## config.mk

```make
export PLATFORM = sky130hd
export DESIGN_NAME = turbine_pressure_trip_channel
export DESIGN_NICKNAME = d
export VERILOG_FILES = /design/src/shared/turbine_trip_pkg.sv /design/src/design/pin_sync.sv /design/src/design/trip_comparator.sv /design/src/design/turbine_pressure_trip_channel.sv
export SDC_FILE = /design/constraint.sdc
export NUM_CORES = 1
export LEC_CHECK = 0
export ABC_AREA = 1
export BUFFER_PORTS_ARGS = -buffer_cell sky130_fd_sc_hd__buf_4
export CAP_MARGIN = 0
export CORE_MARGIN = 2
export CORE_UTILIZATION = 36
export CTS_CLUSTER_SIZE = 30
export DETAILED_ROUTE_END_ITERATION = 6
export PLACE_DENSITY_LB_ADDON = 0.1
export SETUP_SLACK_MARGIN = 0.15
export SYNTH_ARGS = -nofsm -noshare
export SYNTH_HDL_FRONTEND = slang
export SYNTH_SLANG_ARGS = --single-unit
```

## constraint.sdc

```tcl
create_clock -name clk_sys -period 10.9 [get_ports clk_sys]
set_input_delay 1.635 -clock clk_sys [delete_from_list [all_inputs] [get_ports clk_sys]]
set_output_delay 1.635 -clock clk_sys [all_outputs]
set_load 0.1 [all_outputs]
```

## src/shared/turbine_trip_pkg.sv

```systemverilog
`default_nettype none
package turbine_trip_pkg;

	// =====================================================
	// register map (word index on regAddr)
	localparam logic [7:0] ADDR_GAIN     = 8'h00;
	localparam logic [7:0] ADDR_OFFSET   = 8'h01;
	localparam logic [7:0] ADDR_SP_HIGH  = 8'h02;
	localparam logic [7:0] ADDR_SP_LOW   = 8'h03;
	localparam logic [7:0] ADDR_STATUS   = 8'h04;
	localparam logic [7:0] ADDR_MASK     = 8'h05;
	localparam logic [7:0] ADDR_LIVE     = 8'h06;
	localparam logic [7:0] ADDR_MONITOR  = 8'h07;

	// =====================================================
	// status / mask bit positions
	localparam int ST_FAIL = 0;
	localparam int ST_HIGH = 1;
	localparam int ST_LOW  = 2;
	localparam int ST_W    = 3;

	// live register field positions
	localparam int LIVE_HIGH   = 17;
	localparam int LIVE_LOW    = 18;
	localparam int LIVE_FAIL   = 19;
	localparam int LIVE_BYPASS = 20;

	// =====================================================
	// sensor input, microamps per code
	localparam logic [15:0] IN_ZERO   = 16'h0FA0; // 4000 uA
	localparam logic [15:0] IN_TOP    = 16'h4E20; // 20000 uA
	localparam logic [15:0] FAIL_LOW  = 16'h0ED8; // 3800 uA
	localparam logic [15:0] FAIL_HIGH = 16'h4EE8; // 20200 uA

	// engineering value in 0.001 % of turbine power
	localparam logic [16:0] SCALE_FULL = 17'h1ADB0; // 110.000 %
	localparam logic [19:0] RAW_NUM    = 20'h00037; // 110000/16000 = 55/8
	localparam int          RAW_SHIFT  = 3;

	// gain, unsigned fixed point with 14 fraction bits
	localparam int          GAIN_FRAC  = 14;
	localparam logic [15:0] GAIN_MIN   = 16'h2000; // 0.5000
	localparam logic [15:0] GAIN_MAX   = 16'h7999; // 1.8999
	localparam logic [15:0] GAIN_ONE   = 16'h4000;

	// offset, signed, 0.001 %
	localparam logic [15:0] OFFSET_MIN = 16'hD508; // -11.000 %
	localparam logic [15:0] OFFSET_MAX = 16'h2AF8; // 11.000 %
	localparam logic [15:0] OFFSET_RST = 16'h0000;

	// comparator setpoints, 0.001 %
	localparam logic [16:0] SP_MIN = 17'h01388; // 5.000 %
	localparam logic [16:0] SP_MAX = 17'h04E20; // 20.000 %
	localparam logic [16:0] SP_RST = 17'h02710; // 10.000 %

	// monitor output: uA = 4000 + value * 19066 / 2^17
	localparam logic [31:0] MON_RECIP = 32'h00004A7A;
	localparam int          MON_SHIFT = 17;

	// =====================================================
	typedef struct packed {
		logic        failure;
		logic [16:0] scaled;
	} chanState_t;

endpackage
`default_nettype wire

```

## src/design/pin_sync.sv

```systemverilog
`timescale 1ns/10ps
`default_nettype none
module pin_sync (
	input  wire logic clk_sys,  // system clock
	input  wire logic rst_n,    // async reset, active low
	input  wire logic pinIn,    // asynchronous pin
	output logic      levelOut  // filtered level
);

	logic s1Q, s2Q, s3Q, outQ;
	logic outD;

	// =====================================================
	// three stages; only accept once stages two and three agree
	always_comb begin
		outD = (s2Q == s3Q) ? s3Q : outQ;
	end

	always_ff @(posedge clk_sys or negedge rst_n) begin
		if (!rst_n) begin
			s1Q  <= 1'b0;
			s2Q  <= 1'b0;
			s3Q  <= 1'b0;
			outQ <= 1'b0;
		end else begin
			s1Q  <= pinIn;
			s2Q  <= s1Q;
			s3Q  <= s2Q;
			outQ <= outD;
		end
	end

	assign levelOut = outQ;

endmodule
`default_nettype wire

```

## src/design/trip_comparator.sv

```systemverilog
`timescale 1ns/10ps
`default_nettype none
module trip_comparator (
	input  wire logic        clk_sys,    // system clock
	input  wire logic        rst_n,      // async reset, active low
	input  wire logic [16:0] value,      // scaled value
	input  wire logic [16:0] setpoint,   // trip point
	input  wire logic        tripAbove,  // 1: trip at or above, 0: trip below
	input  wire logic        bypass,     // hold non-tripped
	output logic             energized   // 1 = not tripped
);

	logic trip;
	logic energizedD;
	logic energizedQ;

	// =====================================================
	always_comb begin
		trip       = tripAbove ? (value >= setpoint) : (value < setpoint); // RULE11
		energizedD = bypass | ~trip; // RULE9
	end

	// de-energized after reset: the safe, tripped state
	always_ff @(posedge clk_sys or negedge rst_n) begin
		if (!rst_n) begin
			energizedQ <= 1'b0;
		end else begin
			energizedQ <= energizedD; // RULE4
		end
	end

	assign energized = energizedQ; // RULE6

endmodule
`default_nettype wire

```

## src/design/turbine_pressure_trip_channel.sv

```systemverilog
// Summary of operation
// RULE1: scale 4-20 mA to 0-110 % power
// RULE2: multiply by gain 0.5000 to 1.9000
// RULE3: add offset between -11 and +11 %
// RULE4: high comparator permissive, de-energized when tripped
// RULE5: high setpoint adjustable 5 to 20 %
// RULE6: low comparator interlock, de-energized when tripped
// RULE7: low setpoint adjustable 5 to 20 %
// RULE8: out-of-range sensor raises failure annunciator
// RULE9: bypass holds high comparator non-tripped
// RULE10: map 0-110 % back to 4-20 mA
// RULE11: high trips at/above, low trips below
//
// Our own choices: the address map and the strobed register port.
`timescale 1ns/10ps
`default_nettype none
module turbine_pressure_trip_channel (
	input  wire logic        clk_sys,            // 200 MHz clock
	input  wire logic        rst_n,              // async reset, active low
	input  wire logic [15:0] sensorCode,         // sensor current, uA
	input  wire logic        bypassSwitch,       // manual bypass pin
	input  wire logic [7:0]  regAddr,            // register index
	input  wire logic [31:0] regWdata,           // write data
	input  wire logic        regWrite,           // write strobe
	input  wire logic        regRead,            // read strobe
	output logic      [31:0] regRdata,           // read data, next cycle
	output logic             highPermit,         // 1 = not tripped
	output logic             lowInterlock,       // 1 = not tripped
	output logic             failureAnnunciator, // sensor out of range
	output logic      [15:0] monitorCode,        // monitor current, uA
	output logic             irq                 // level interrupt
);

	// =====================================================
	// input stage and scaling
	logic [15:0]                     curQ;
	logic [15:0]                     inClamp;
	logic [15:0]                     inDiff;
	logic [19:0]                     rawProd;
	logic [16:0]                     raw;
	logic [31:0]                     gained;
	logic signed [19:0]              sumS;
	logic                            failNow;
	turbine_trip_pkg::chanState_t    stD;
	turbine_trip_pkg::chanState_t    stQ;
	logic [15:0]                     gainQ, gainD;
	logic [15:0]                     offsetQ, offsetD;
	logic [16:0]                     spHighQ, spHighD;
	logic [16:0]                     spLowQ, spLowD;
	logic [turbine_trip_pkg::ST_W-1:0] statusQ, statusD;
	logic [turbine_trip_pkg::ST_W-1:0] maskQ, maskD;
	logic [turbine_trip_pkg::ST_W-1:0] events;
	logic [31:0]                     rdataD, rdataQ;

	always_comb begin
		failNow = (curQ < turbine_trip_pkg::FAIL_LOW) || (curQ > turbine_trip_pkg::FAIL_HIGH); // RULE8
		if (curQ < turbine_trip_pkg::IN_ZERO) begin
			inClamp = turbine_trip_pkg::IN_ZERO;
		end else if (curQ > turbine_trip_pkg::IN_TOP) begin
			inClamp = turbine_trip_pkg::IN_TOP;
		end else begin
			inClamp = curQ;
		end
		inDiff  = inClamp - turbine_trip_pkg::IN_ZERO;
		rawProd = 20'({4'h0, inDiff} * turbine_trip_pkg::RAW_NUM);
		raw     = 17'(rawProd >> turbine_trip_pkg::RAW_SHIFT); // RULE1
		gained  = 32'({15'h0000, raw} * {16'h0000, gainQ}); // RULE2
		sumS    = $signed({2'b00, gained[31:turbine_trip_pkg::GAIN_FRAC]})
		        + $signed({{4{offsetQ[15]}}, offsetQ}); // RULE3
		stD.failure = failNow;
		// clamp keeps the value inside the 0 to 110 % span
		if (sumS < 20'sh00000) begin
			stD.scaled = 17'h00000;
		end else if (sumS > $signed({3'b000, turbine_trip_pkg::SCALE_FULL})) begin
			stD.scaled = turbine_trip_pkg::SCALE_FULL; // RULE1
		end else begin
			stD.scaled = sumS[16:0];
		end
	end

	always_ff @(posedge clk_sys or negedge rst_n) begin
		if (!rst_n) begin
			// idle at 4 mA, so leaving reset never fakes a sensor failure
			curQ <= turbine_trip_pkg::IN_ZERO;
			stQ  <= '0;
		end else begin
			curQ <= sensorCode;
			stQ  <= stD;
		end
	end

	// =====================================================
	// comparators and bypass
	logic bypassSync;
	logic highEnergized;
	logic lowEnergized;

	pin_sync bypassSyncInst (
		.clk_sys  (clk_sys),
		.rst_n    (rst_n),
		.pinIn    (bypassSwitch),
		.levelOut (bypassSync)
	);

	trip_comparator highComp (
		.clk_sys   (clk_sys),
		.rst_n     (rst_n),
		.value     (stQ.scaled),
		.setpoint  (spHighQ),
		.tripAbove (1'b1),
		.bypass    (bypassSync), // RULE9
		.energized (highEnergized)
	);

	// low comparator has no bypass; its supply voltage is external
	trip_comparator lowComp (
		.clk_sys   (clk_sys),
		.rst_n     (rst_n),
		.value     (stQ.scaled),
		.setpoint  (spLowQ),
		.tripAbove (1'b0),
		.bypass    (1'b0),
		.energized (lowEnergized)
	);

	assign highPermit         = highEnergized; // RULE4
	assign lowInterlock       = lowEnergized; // RULE6
	assign failureAnnunciator = stQ.failure; // RULE8

	// =====================================================
	// monitor output
	logic [15:0] monD;
	logic [15:0] monQ;
	logic [31:0] monProd;

	always_comb begin
		monProd = 32'({15'h0000, stQ.scaled} * turbine_trip_pkg::MON_RECIP);
		monD    = turbine_trip_pkg::IN_ZERO + 16'(monProd >> turbine_trip_pkg::MON_SHIFT); // RULE10
	end

	always_ff @(posedge clk_sys or negedge rst_n) begin
		if (!rst_n) begin
			monQ <= turbine_trip_pkg::IN_ZERO;
		end else begin
			monQ <= monD;
		end
	end

	assign monitorCode = monQ;

	// =====================================================
	// register file

	// out-of-range writes saturate, so settings never leave their span
	function automatic logic [16:0] satU17(input logic [31:0] v, input logic [16:0] lo, input logic [16:0] hi);
		if (v < {15'h0000, lo}) begin
			satU17 = lo;
		end else if (v > {15'h0000, hi}) begin
			satU17 = hi;
		end else begin
			satU17 = v[16:0];
		end
	endfunction

	function automatic logic [15:0] satS16(input logic [15:0] v, input logic [15:0] lo, input logic [15:0] hi);
		if ($signed(v) < $signed(lo)) begin
			satS16 = lo;
		end else if ($signed(v) > $signed(hi)) begin
			satS16 = hi;
		end else begin
			satS16 = v;
		end
	endfunction

	always_comb begin
		gainD   = gainQ;
		offsetD = offsetQ;
		spHighD = spHighQ;
		spLowD  = spLowQ;
		maskD   = maskQ;
		events  = '0;
		events[turbine_trip_pkg::ST_FAIL] = stQ.failure;
		events[turbine_trip_pkg::ST_HIGH] = ~highEnergized;
		events[turbine_trip_pkg::ST_LOW]  = ~lowEnergized;
		statusD = statusQ;
		if (regWrite) begin
			case (regAddr)
				turbine_trip_pkg::ADDR_GAIN: begin
					gainD = 16'(satU17({16'h0000, regWdata[15:0]}, {1'b0, turbine_trip_pkg::GAIN_MIN},
					                   {1'b0, turbine_trip_pkg::GAIN_MAX})); // RULE2
				end
				turbine_trip_pkg::ADDR_OFFSET: begin
					offsetD = satS16(regWdata[15:0], turbine_trip_pkg::OFFSET_MIN,
					                 turbine_trip_pkg::OFFSET_MAX); // RULE3
				end
				turbine_trip_pkg::ADDR_SP_HIGH: begin
					spHighD = satU17(regWdata, turbine_trip_pkg::SP_MIN, turbine_trip_pkg::SP_MAX); // RULE5
				end
				turbine_trip_pkg::ADDR_SP_LOW: begin
					spLowD = satU17(regWdata, turbine_trip_pkg::SP_MIN, turbine_trip_pkg::SP_MAX); // RULE7
				end
				turbine_trip_pkg::ADDR_STATUS: begin
					statusD = statusQ & ~regWdata[turbine_trip_pkg::ST_W-1:0];
				end
				turbine_trip_pkg::ADDR_MASK: begin
					maskD = regWdata[turbine_trip_pkg::ST_W-1:0];
				end
				default: begin
					gainD = gainQ;
				end
			endcase
		end
		// set after clear: an event in the clearing cycle survives
		statusD = statusD | events;
		rdataD = 32'h00000000;
		if (regRead) begin
			case (regAddr)
				turbine_trip_pkg::ADDR_GAIN:    rdataD = {16'h0000, gainQ};
				turbine_trip_pkg::ADDR_OFFSET:  rdataD = {16'h0000, offsetQ};
				turbine_trip_pkg::ADDR_SP_HIGH: rdataD = {15'h0000, spHighQ};
				turbine_trip_pkg::ADDR_SP_LOW:  rdataD = {15'h0000, spLowQ};
				turbine_trip_pkg::ADDR_STATUS:  rdataD = {29'h00000000, statusQ};
				turbine_trip_pkg::ADDR_MASK:    rdataD = {29'h00000000, maskQ};
				turbine_trip_pkg::ADDR_LIVE: begin
					rdataD = {11'h000, bypassSync, stQ.failure, lowEnergized, highEnergized, stQ.scaled};
				end
				turbine_trip_pkg::ADDR_MONITOR: rdataD = {16'h0000, monQ};
				default:                        rdataD = 32'h00000000;
			endcase
		end
	end

	always_ff @(posedge clk_sys or negedge rst_n) begin
		if (!rst_n) begin
			gainQ   <= turbine_trip_pkg::GAIN_ONE;
			offsetQ <= turbine_trip_pkg::OFFSET_RST;
			spHighQ <= turbine_trip_pkg::SP_RST;
			spLowQ  <= turbine_trip_pkg::SP_RST;
			statusQ <= '0;
			maskQ   <= '0;
			rdataQ  <= 32'h00000000;
		end else begin
			gainQ   <= gainD;
			offsetQ <= offsetD;
			spHighQ <= spHighD;
			spLowQ  <= spLowD;
			statusQ <= statusD;
			maskQ   <= maskD;
			rdataQ  <= rdataD;
		end
	end

	assign regRdata = rdataQ;
	assign irq      = |(statusQ & maskQ);
endmodule
`default_nettype wire

```

* Yosys cells after proc, flatten, opt, wreduce, memory -nomap -nowiden *
Index checks and enable logic that the tools add are counted.

word-level totals
  output and inout bits = 52
  bits of input ports = 61
  ROM bits = 0
  memory bits (writable) = 0
  bits in registers = 160
  memories = 0
  logic and storage cells = 76
  latch bits = 0

operators by class
  multiplexer cells = 14
  equal/unequal tests = 8
  magnitude comparators = 14
  multipliers = 3
  shift operators = 0
  add/subtract/negate cells = 3
  divide/modulo/power cells = 0
  bitwise gates (word level) = 9
  reduce and logical (&&, ||, !) cells = 8

operator list
  kind                      count
  $pmux W21 S8              1
  $mux W16                  6
  $mux W17                  4
  $gt A16 B15 Y1 const B    4
  $eq A8 B3 Y1 const B      4
  $gt A32 B15 Y1 const B    1
  $lt A16 B12 Y1 const B    2
  $lt A32 B13 Y1 const B    1
  $mul A17 B16 Y32          1
  $mul A17 B14 Y31 const B  1
  $mux W21                  1
  $add A19 B16 Y20          1
  $gt A20 B18 Y1 const B    1
  $lt A20 B1 Y1 const B     1
  $mul A16 B6 Y20 const B   1
  $ge A17 B17 Y1            1
  $lt A17 B17 Y1            1
  $add A12 B15 Y16 const A  1
  $eq A8 B2 Y1 const B      2
  $lt A16 B14 Y1 const B    1
  $lt A16 B15 Y1 const B    1
  $sub A16 B12 Y16 const B  1
  $reduce_and A2 Y1         5
  $eq A8 B1 Y1 const B      1
  10 further kinds          15

* Depth between registers and ports, before layout *
  depth after elaboration = 10
  depth in mapped cells = 77
  gate-level depth less buffers = 76

* Hierarchy *
Synthesis repeated with hierarchy kept, for this count alone.

unflattened totals
  cell total of the unflattened synthesis = 3,171
  area total of the unflattened synthesis = 24,720.0 um^2

by module, submodules not included
  module                         times used  cells each  area each (um^2)
  turbine_pressure_trip_channel  1           2,985       23,537.6
  trip_comparator                2           89          533.0
  pin_sync                       1           8           116.4

* Worst setup path before layout *
No wires, ideal clock.

  path kind = reg-to-reg
  start = reg curQ[9]
  end = reg stQ[3] (netlist name)
  cell stages (with the launch flop) = 68
  library setup time = 0.123 ns
  period minus slack after synthesis = 11.905 ns
  path slack = -1.005 ns
  data required time = 10.777 ns
  data arrival time = 11.782 ns
  path through = dfstp_2 -> nand2_1 -> nor4_1 -> nand4_1 -> nand2_2 -> buf_2 -> nand3_1 -> ha_1 -> inv_1 -> nand3_1 -> nor2_1 -> nor2_1 -> nor2_1 -> ha_1 -> xor3_1 -> fa_1 -> inv_1 -> fa_1 -> [... 32 more ...] -> xor2_1 -> ha_1 -> nand2_1 -> inv_1 -> a21oi_2 -> nor2_1 -> nor2_1 -> nand2_1 -> nand2_1 -> nand2_1 -> nor2_1 -> nand2_1 -> inv_1 -> nand3_1 -> nand2_2 -> nand3_4 -> nand2_4 -> nor2_1

RTL lines
  what                    RTL line                             RTL
  from (decl)             turbine_pressure_trip_channel.sv:36  logic [15:0] curQ;
  from (signal assigned)  turbine_pressure_trip_channel.sv:84  curQ <= turbine_trip_pkg::IN_ZERO;
  from (signal assigned)  turbine_pressure_trip_channel.sv:87  curQ <= sensorCode;
  to (signal assigned)    turbine_pressure_trip_channel.sv:88  stQ <= stD;
  to (decl)               turbine_pressure_trip_channel.sv:45  turbine_trip_pkg::chanState_t stQ;

==> results.ini <==
[worst_setup_path]
timing.critical_path.arrival_ns=12.33
worst_path_max_delay_cell=sky130_fd_sc_hd__dfstp_2
critical_path.endpoint_type=flop
timing.critical_path.max_delay_family=adder cells
critical_path.reg2reg.startpoint=curQ[11]
critPathBufInv=15
worst_ep_required_time_ns=11.25
reg2regPathDepth=67
worstPathMaxFanout=6
setup.reg_to_reg.worst_slack_ns=-1.08
timing.critical_path.from=curQ[11]
startpoint_type=flop
critical-path-top-cell-by-count=sky130_fd_sc_hd__fa_1
critPathKind=flop to flop
timing.critical_path.slowest_cell_delay_ns=0.60
r2r_endpoint=stQ[15]

[synth]
syn_inst=3123
post_synth_num_cell_types=64
post_synth_mux_area_share_pct=0
synth-edff-count=0
combinational_family_with_the_most_area_after_synthesis=adder cells
synth_area_in_compound_gates_pct=8.86
yosys_register_bits=149
ys_async_sr_fraction_pct=100
synth_top_flop_cell=sky130_fd_sc_hd__dfrtp_1
postSynthAreaPerCell_um2=7.88
ys_seq_area_share_pct=15.3
synthSimpleGateAreaFrac_pct=19.6
netlist_area_mm2=0.0246
synthesis_warnings=0
post_synth_xor_area_fraction_pct=1.68
synth_adder_area_share_pct=42.5

[clock_tree]
max_h_tree_level=4
clk_pin_slew_ns=0.07
clock_sinks=149
cts_tree=yes
clk_root_buffer_cell=sky130_fd_sc_hd__clkbuf_16
clkLatencyLatePin_ns=0.45
ctsHoldBuffers=0
clk_path_buf_depth=2
numCtsBuffers=17

[routing]
drt_iter0_drc=1360
firstDrtPassIters=7
routed_via_density=4.99
drt-wirelength-per-cell_um=18.6
routed_vias=22100
drc=0
post_detailed_route_count_of_antenna_violating_nets=0
route.final.wire_length_um=82300

[floorplan]
die_height_um=265
core_area_mm2=0.0674
floorplan.rows=95
dieArea_mm2=0.0705
pin_count=113
initial_core_util_pct=36.5
die_width_um=265

[timing]
slew_headroom_pct=34.3
achievable_clock_frequency_ghz=0.0835
grt_setup_unrepaired=yes
final_hold_viols=0
finalWorstSetupSlack_ns=-1.08
finalClockSkew_ns=0.0191
report.final.slew_viol_count=0
worstMarginPinSlew_ns=0.986
setup_violations=17
final_period_minus_worst_setup_slack_ns=11.98
fin_hold_ws_ns=0.352
timing.final.crit_share_pct=110

[place]
place_hpwl_um=69400
placement.io_buffers=101
finalWeightedCongestion=0.947

[worst_hold_path]
whs_path_depth=0
timing.hold.worst.class=flop to flop
hold_end=bypassSyncInst.s2Q
holdCritStartpoint=bypassSyncInst.s1Q

[final_layout]
syn_to_final_growth_pct=24.9
fillCellCount=6775
layout_net_count=4250
drive_above_1_share_pct=21.4

[global_routing]
global_route.usage.total_pct=24.2
largest_net_degree_at_the_start_of_global_routing=84
grt_remaining_overflow=0
grt_pass1_wl_um=132000
initial_antenna_violation_count=2
number_of_global_route_vias_before_repair=23700

[job]
drv.max_cap_violation_count=0

[outcome]
result_of_the_run=finished with violations
violations_in_the_final_reports=negative setup slack

[cell families (layout without fill, tap and decap cells)]
kind of cell,count (synthesis),after routing
fa+ha+maj,644,644
buf+inv,775,1198
flops,149,149
xor+xnor,43,43
compound gates,366,366
other cells,2,15
simple gates,1144,1145
[cells in the final DEF, fill, tap and decap left out, drive strengths merged, types with 3 or more instances in the layout]
| master | Yosys | layout |
|---|---|---|
| a2111oi | 9 | 9 |
| o211ai | 6 | 6 |
| a41oi | 3 | 3 |
| inv | 709 | 710 |
| fa | 320 | 320 |
| nor2 | 295 | 295 |
| clkbuf | 39 | 22 |
| dfrtp | 126 | 126 |
| nand3b | 9 | 9 |
| a221oi | 9 | 9 |
| nor4 | 14 | 14 |
| conb | 2 | 14 |
| buf | 19 | 449 |
| clkinvlp | 0 | 6 |
| clkinv | 8 | 8 |
| dfstp | 23 | 23 |
| a211oi | 3 | 3 |
| or2 | 17 | 17 |
| o21a | 9 | 9 |
| o22ai | 28 | 28 |
| nand3 | 114 | 115 |
| nand4 | 40 | 40 |
| nor3 | 30 | 30 |
| o21ai | 118 | 118 |
| xnor2 | 18 | 18 |
| a21boi | 4 | 4 |
| ha | 323 | 323 |
| o31ai | 5 | 5 |
| o21bai | 11 | 11 |
| a21o | 22 | 22 |
| xor2 | 24 | 24 |
| nand2 | 621 | 621 |
| a21oi | 125 | 125 |
| bufinv | 0 | 3 |
| a31oi | 7 | 7 |
[repair_timing]
item	4_1_cts	5_1_grt
resized for setup	102	123
setup buffers	23	12
endpoints found under the setup margin	17	17
pin swaps	68	46
gates cloned	1	0
[final cells by class]
class / instances / area [um^2] / area share [%]
inverters: 717 / 2720 / 8.86
diodes: 1 / 2.50 / 0.00814
multi-input cells: 2212 / 19100 / 62.2
well taps: 873 / 1090 / 3.55
clock buffers: 22 / 464 / 1.51
clock inverters: 10 / 146 / 0.476
repair buffers: 449 / 3440 / 11.2
flip-flops and latches: 149 / 3760 / 12.2
[sequential cells by signal, summed over array words and instances (netlist names)]
| name | cells |
|---|---|
| regRdata | 21 |
| spHighQ | 17 |
| spLowQ | 17 |
| stQ | 17 |
| curQ | 16 |
| gainQ | 16 |
| monitorCode | 16 |
| offsetQ | 16 |
| maskQ | 3 |
| statusQ | 3 |
| bypassSyncInst.levelOut | 1 |
| bypassSyncInst.s1Q | 1 |
| bypassSyncInst.s2Q | 1 |
| bypassSyncInst.s3Q | 1 |
| failureAnnunciator | 1 |
| highComp.energized | 1 |
| lowComp.energized | 1 |
[routing by layer]
layer	GRT usage [%]	vias to the layer above	wire length, um	share of wire, %
li1	-	10500	-	-
met1	31.0	10900	35200	43
met2	43.1	509	41400	50
met3	2.25	119	3030	3.7
met4	7.09	2	2550	3.1
met5	0	-	7	0.0085
[worst max-delay path by stage]
stage	slack [ns]	cells after the start	endpoint
after global placement	-1.47	66	stQ[2]
after CTS	-1.06	66	stQ[3]
after floorplan	-0.36	72	stQ[3]
after detailed placement	-1.43	69	stQ[3]
final	-1.08	67	stQ[15]
after global routing	-1.72	69	stQ[13]
[through the flow]
stage                     setup TNS, ns  cells  setup WS (ns)  utilization, %  area [um^2]
after floorplan                   -5.46   3135         -0.362               -        24900
after global placement           -24.67   4364          -1.47            42.8        28900
after detailed placement         -23.66   4364          -1.43            42.8        28900
after CTS                        -17.61   4420          -1.06            44.7        30100
after global routing             -28.79   4432          -1.72            45.6        30700
final                            -17.89   4433          -1.08            45.6        30700
[worst reg2reg max path, delay by kind of cell, from the launching register on]
kind | cells | cell delay [ns]
adders and majority gates | 13 | 5.58
AOI/OAI and AO/OA | 7 | 0.99
xor gates and xnor gates | 1 | 0.19
buffers and inverters | 15 | 1.23
DFF | 1 | 0.60
and+or+nand+nor | 31 | 3.26
[cells in the mapped netlist (7+ instances only)]
cell	count	share of area [%]
sky130_fd_sc_hd__inv_1	703	11
sky130_fd_sc_hd__nor2_1	285	4.3
sky130_fd_sc_hd__clkbuf_1	39	0.59
sky130_fd_sc_hd__o22ai_1	28	0.71
sky130_fd_sc_hd__buf_4	13	0.40
sky130_fd_sc_hd__o21ai_0	116	2.4
sky130_fd_sc_hd__xnor2_1	16	0.57
sky130_fd_sc_hd__nand2_1	611	9.3
sky130_fd_sc_hd__nor2_2	9	0.23
sky130_fd_sc_hd__clkinv_1	8	0.12
sky130_fd_sc_hd__or2_2	16	0.41
sky130_fd_sc_hd__nand3b_1	8	0.24
sky130_fd_sc_hd__a221oi_1	9	0.32
sky130_fd_sc_hd__o21bai_1	11	0.34
sky130_fd_sc_hd__dfstp_2	23	2.5
sky130_fd_sc_hd__a21oi_1	121	2.5
sky130_fd_sc_hd__xor2_1	23	0.82
sky130_fd_sc_hd__nor3_1	23	0.47
sky130_fd_sc_hd__o21a_1	9	0.27
sky130_fd_sc_hd__a2111oi_0	9	0.32
sky130_fd_sc_hd__nor4_1	13	0.33
sky130_fd_sc_hd__nand3_1	111	2.3
sky130_fd_sc_hd__ha_1	323	16
sky130_fd_sc_hd__nand2_2	9	0.23
sky130_fd_sc_hd__fa_1	320	26
sky130_fd_sc_hd__a21o_1	22	0.67
sky130_fd_sc_hd__a31oi_1	7	0.18
sky130_fd_sc_hd__dfrtp_1	126	13
sky130_fd_sc_hd__nand4_1	40	1.0
Power is left out: the tool's default activity adds up to more than one toggle a clock period on the data nets, which glitch-free logic cannot reach.
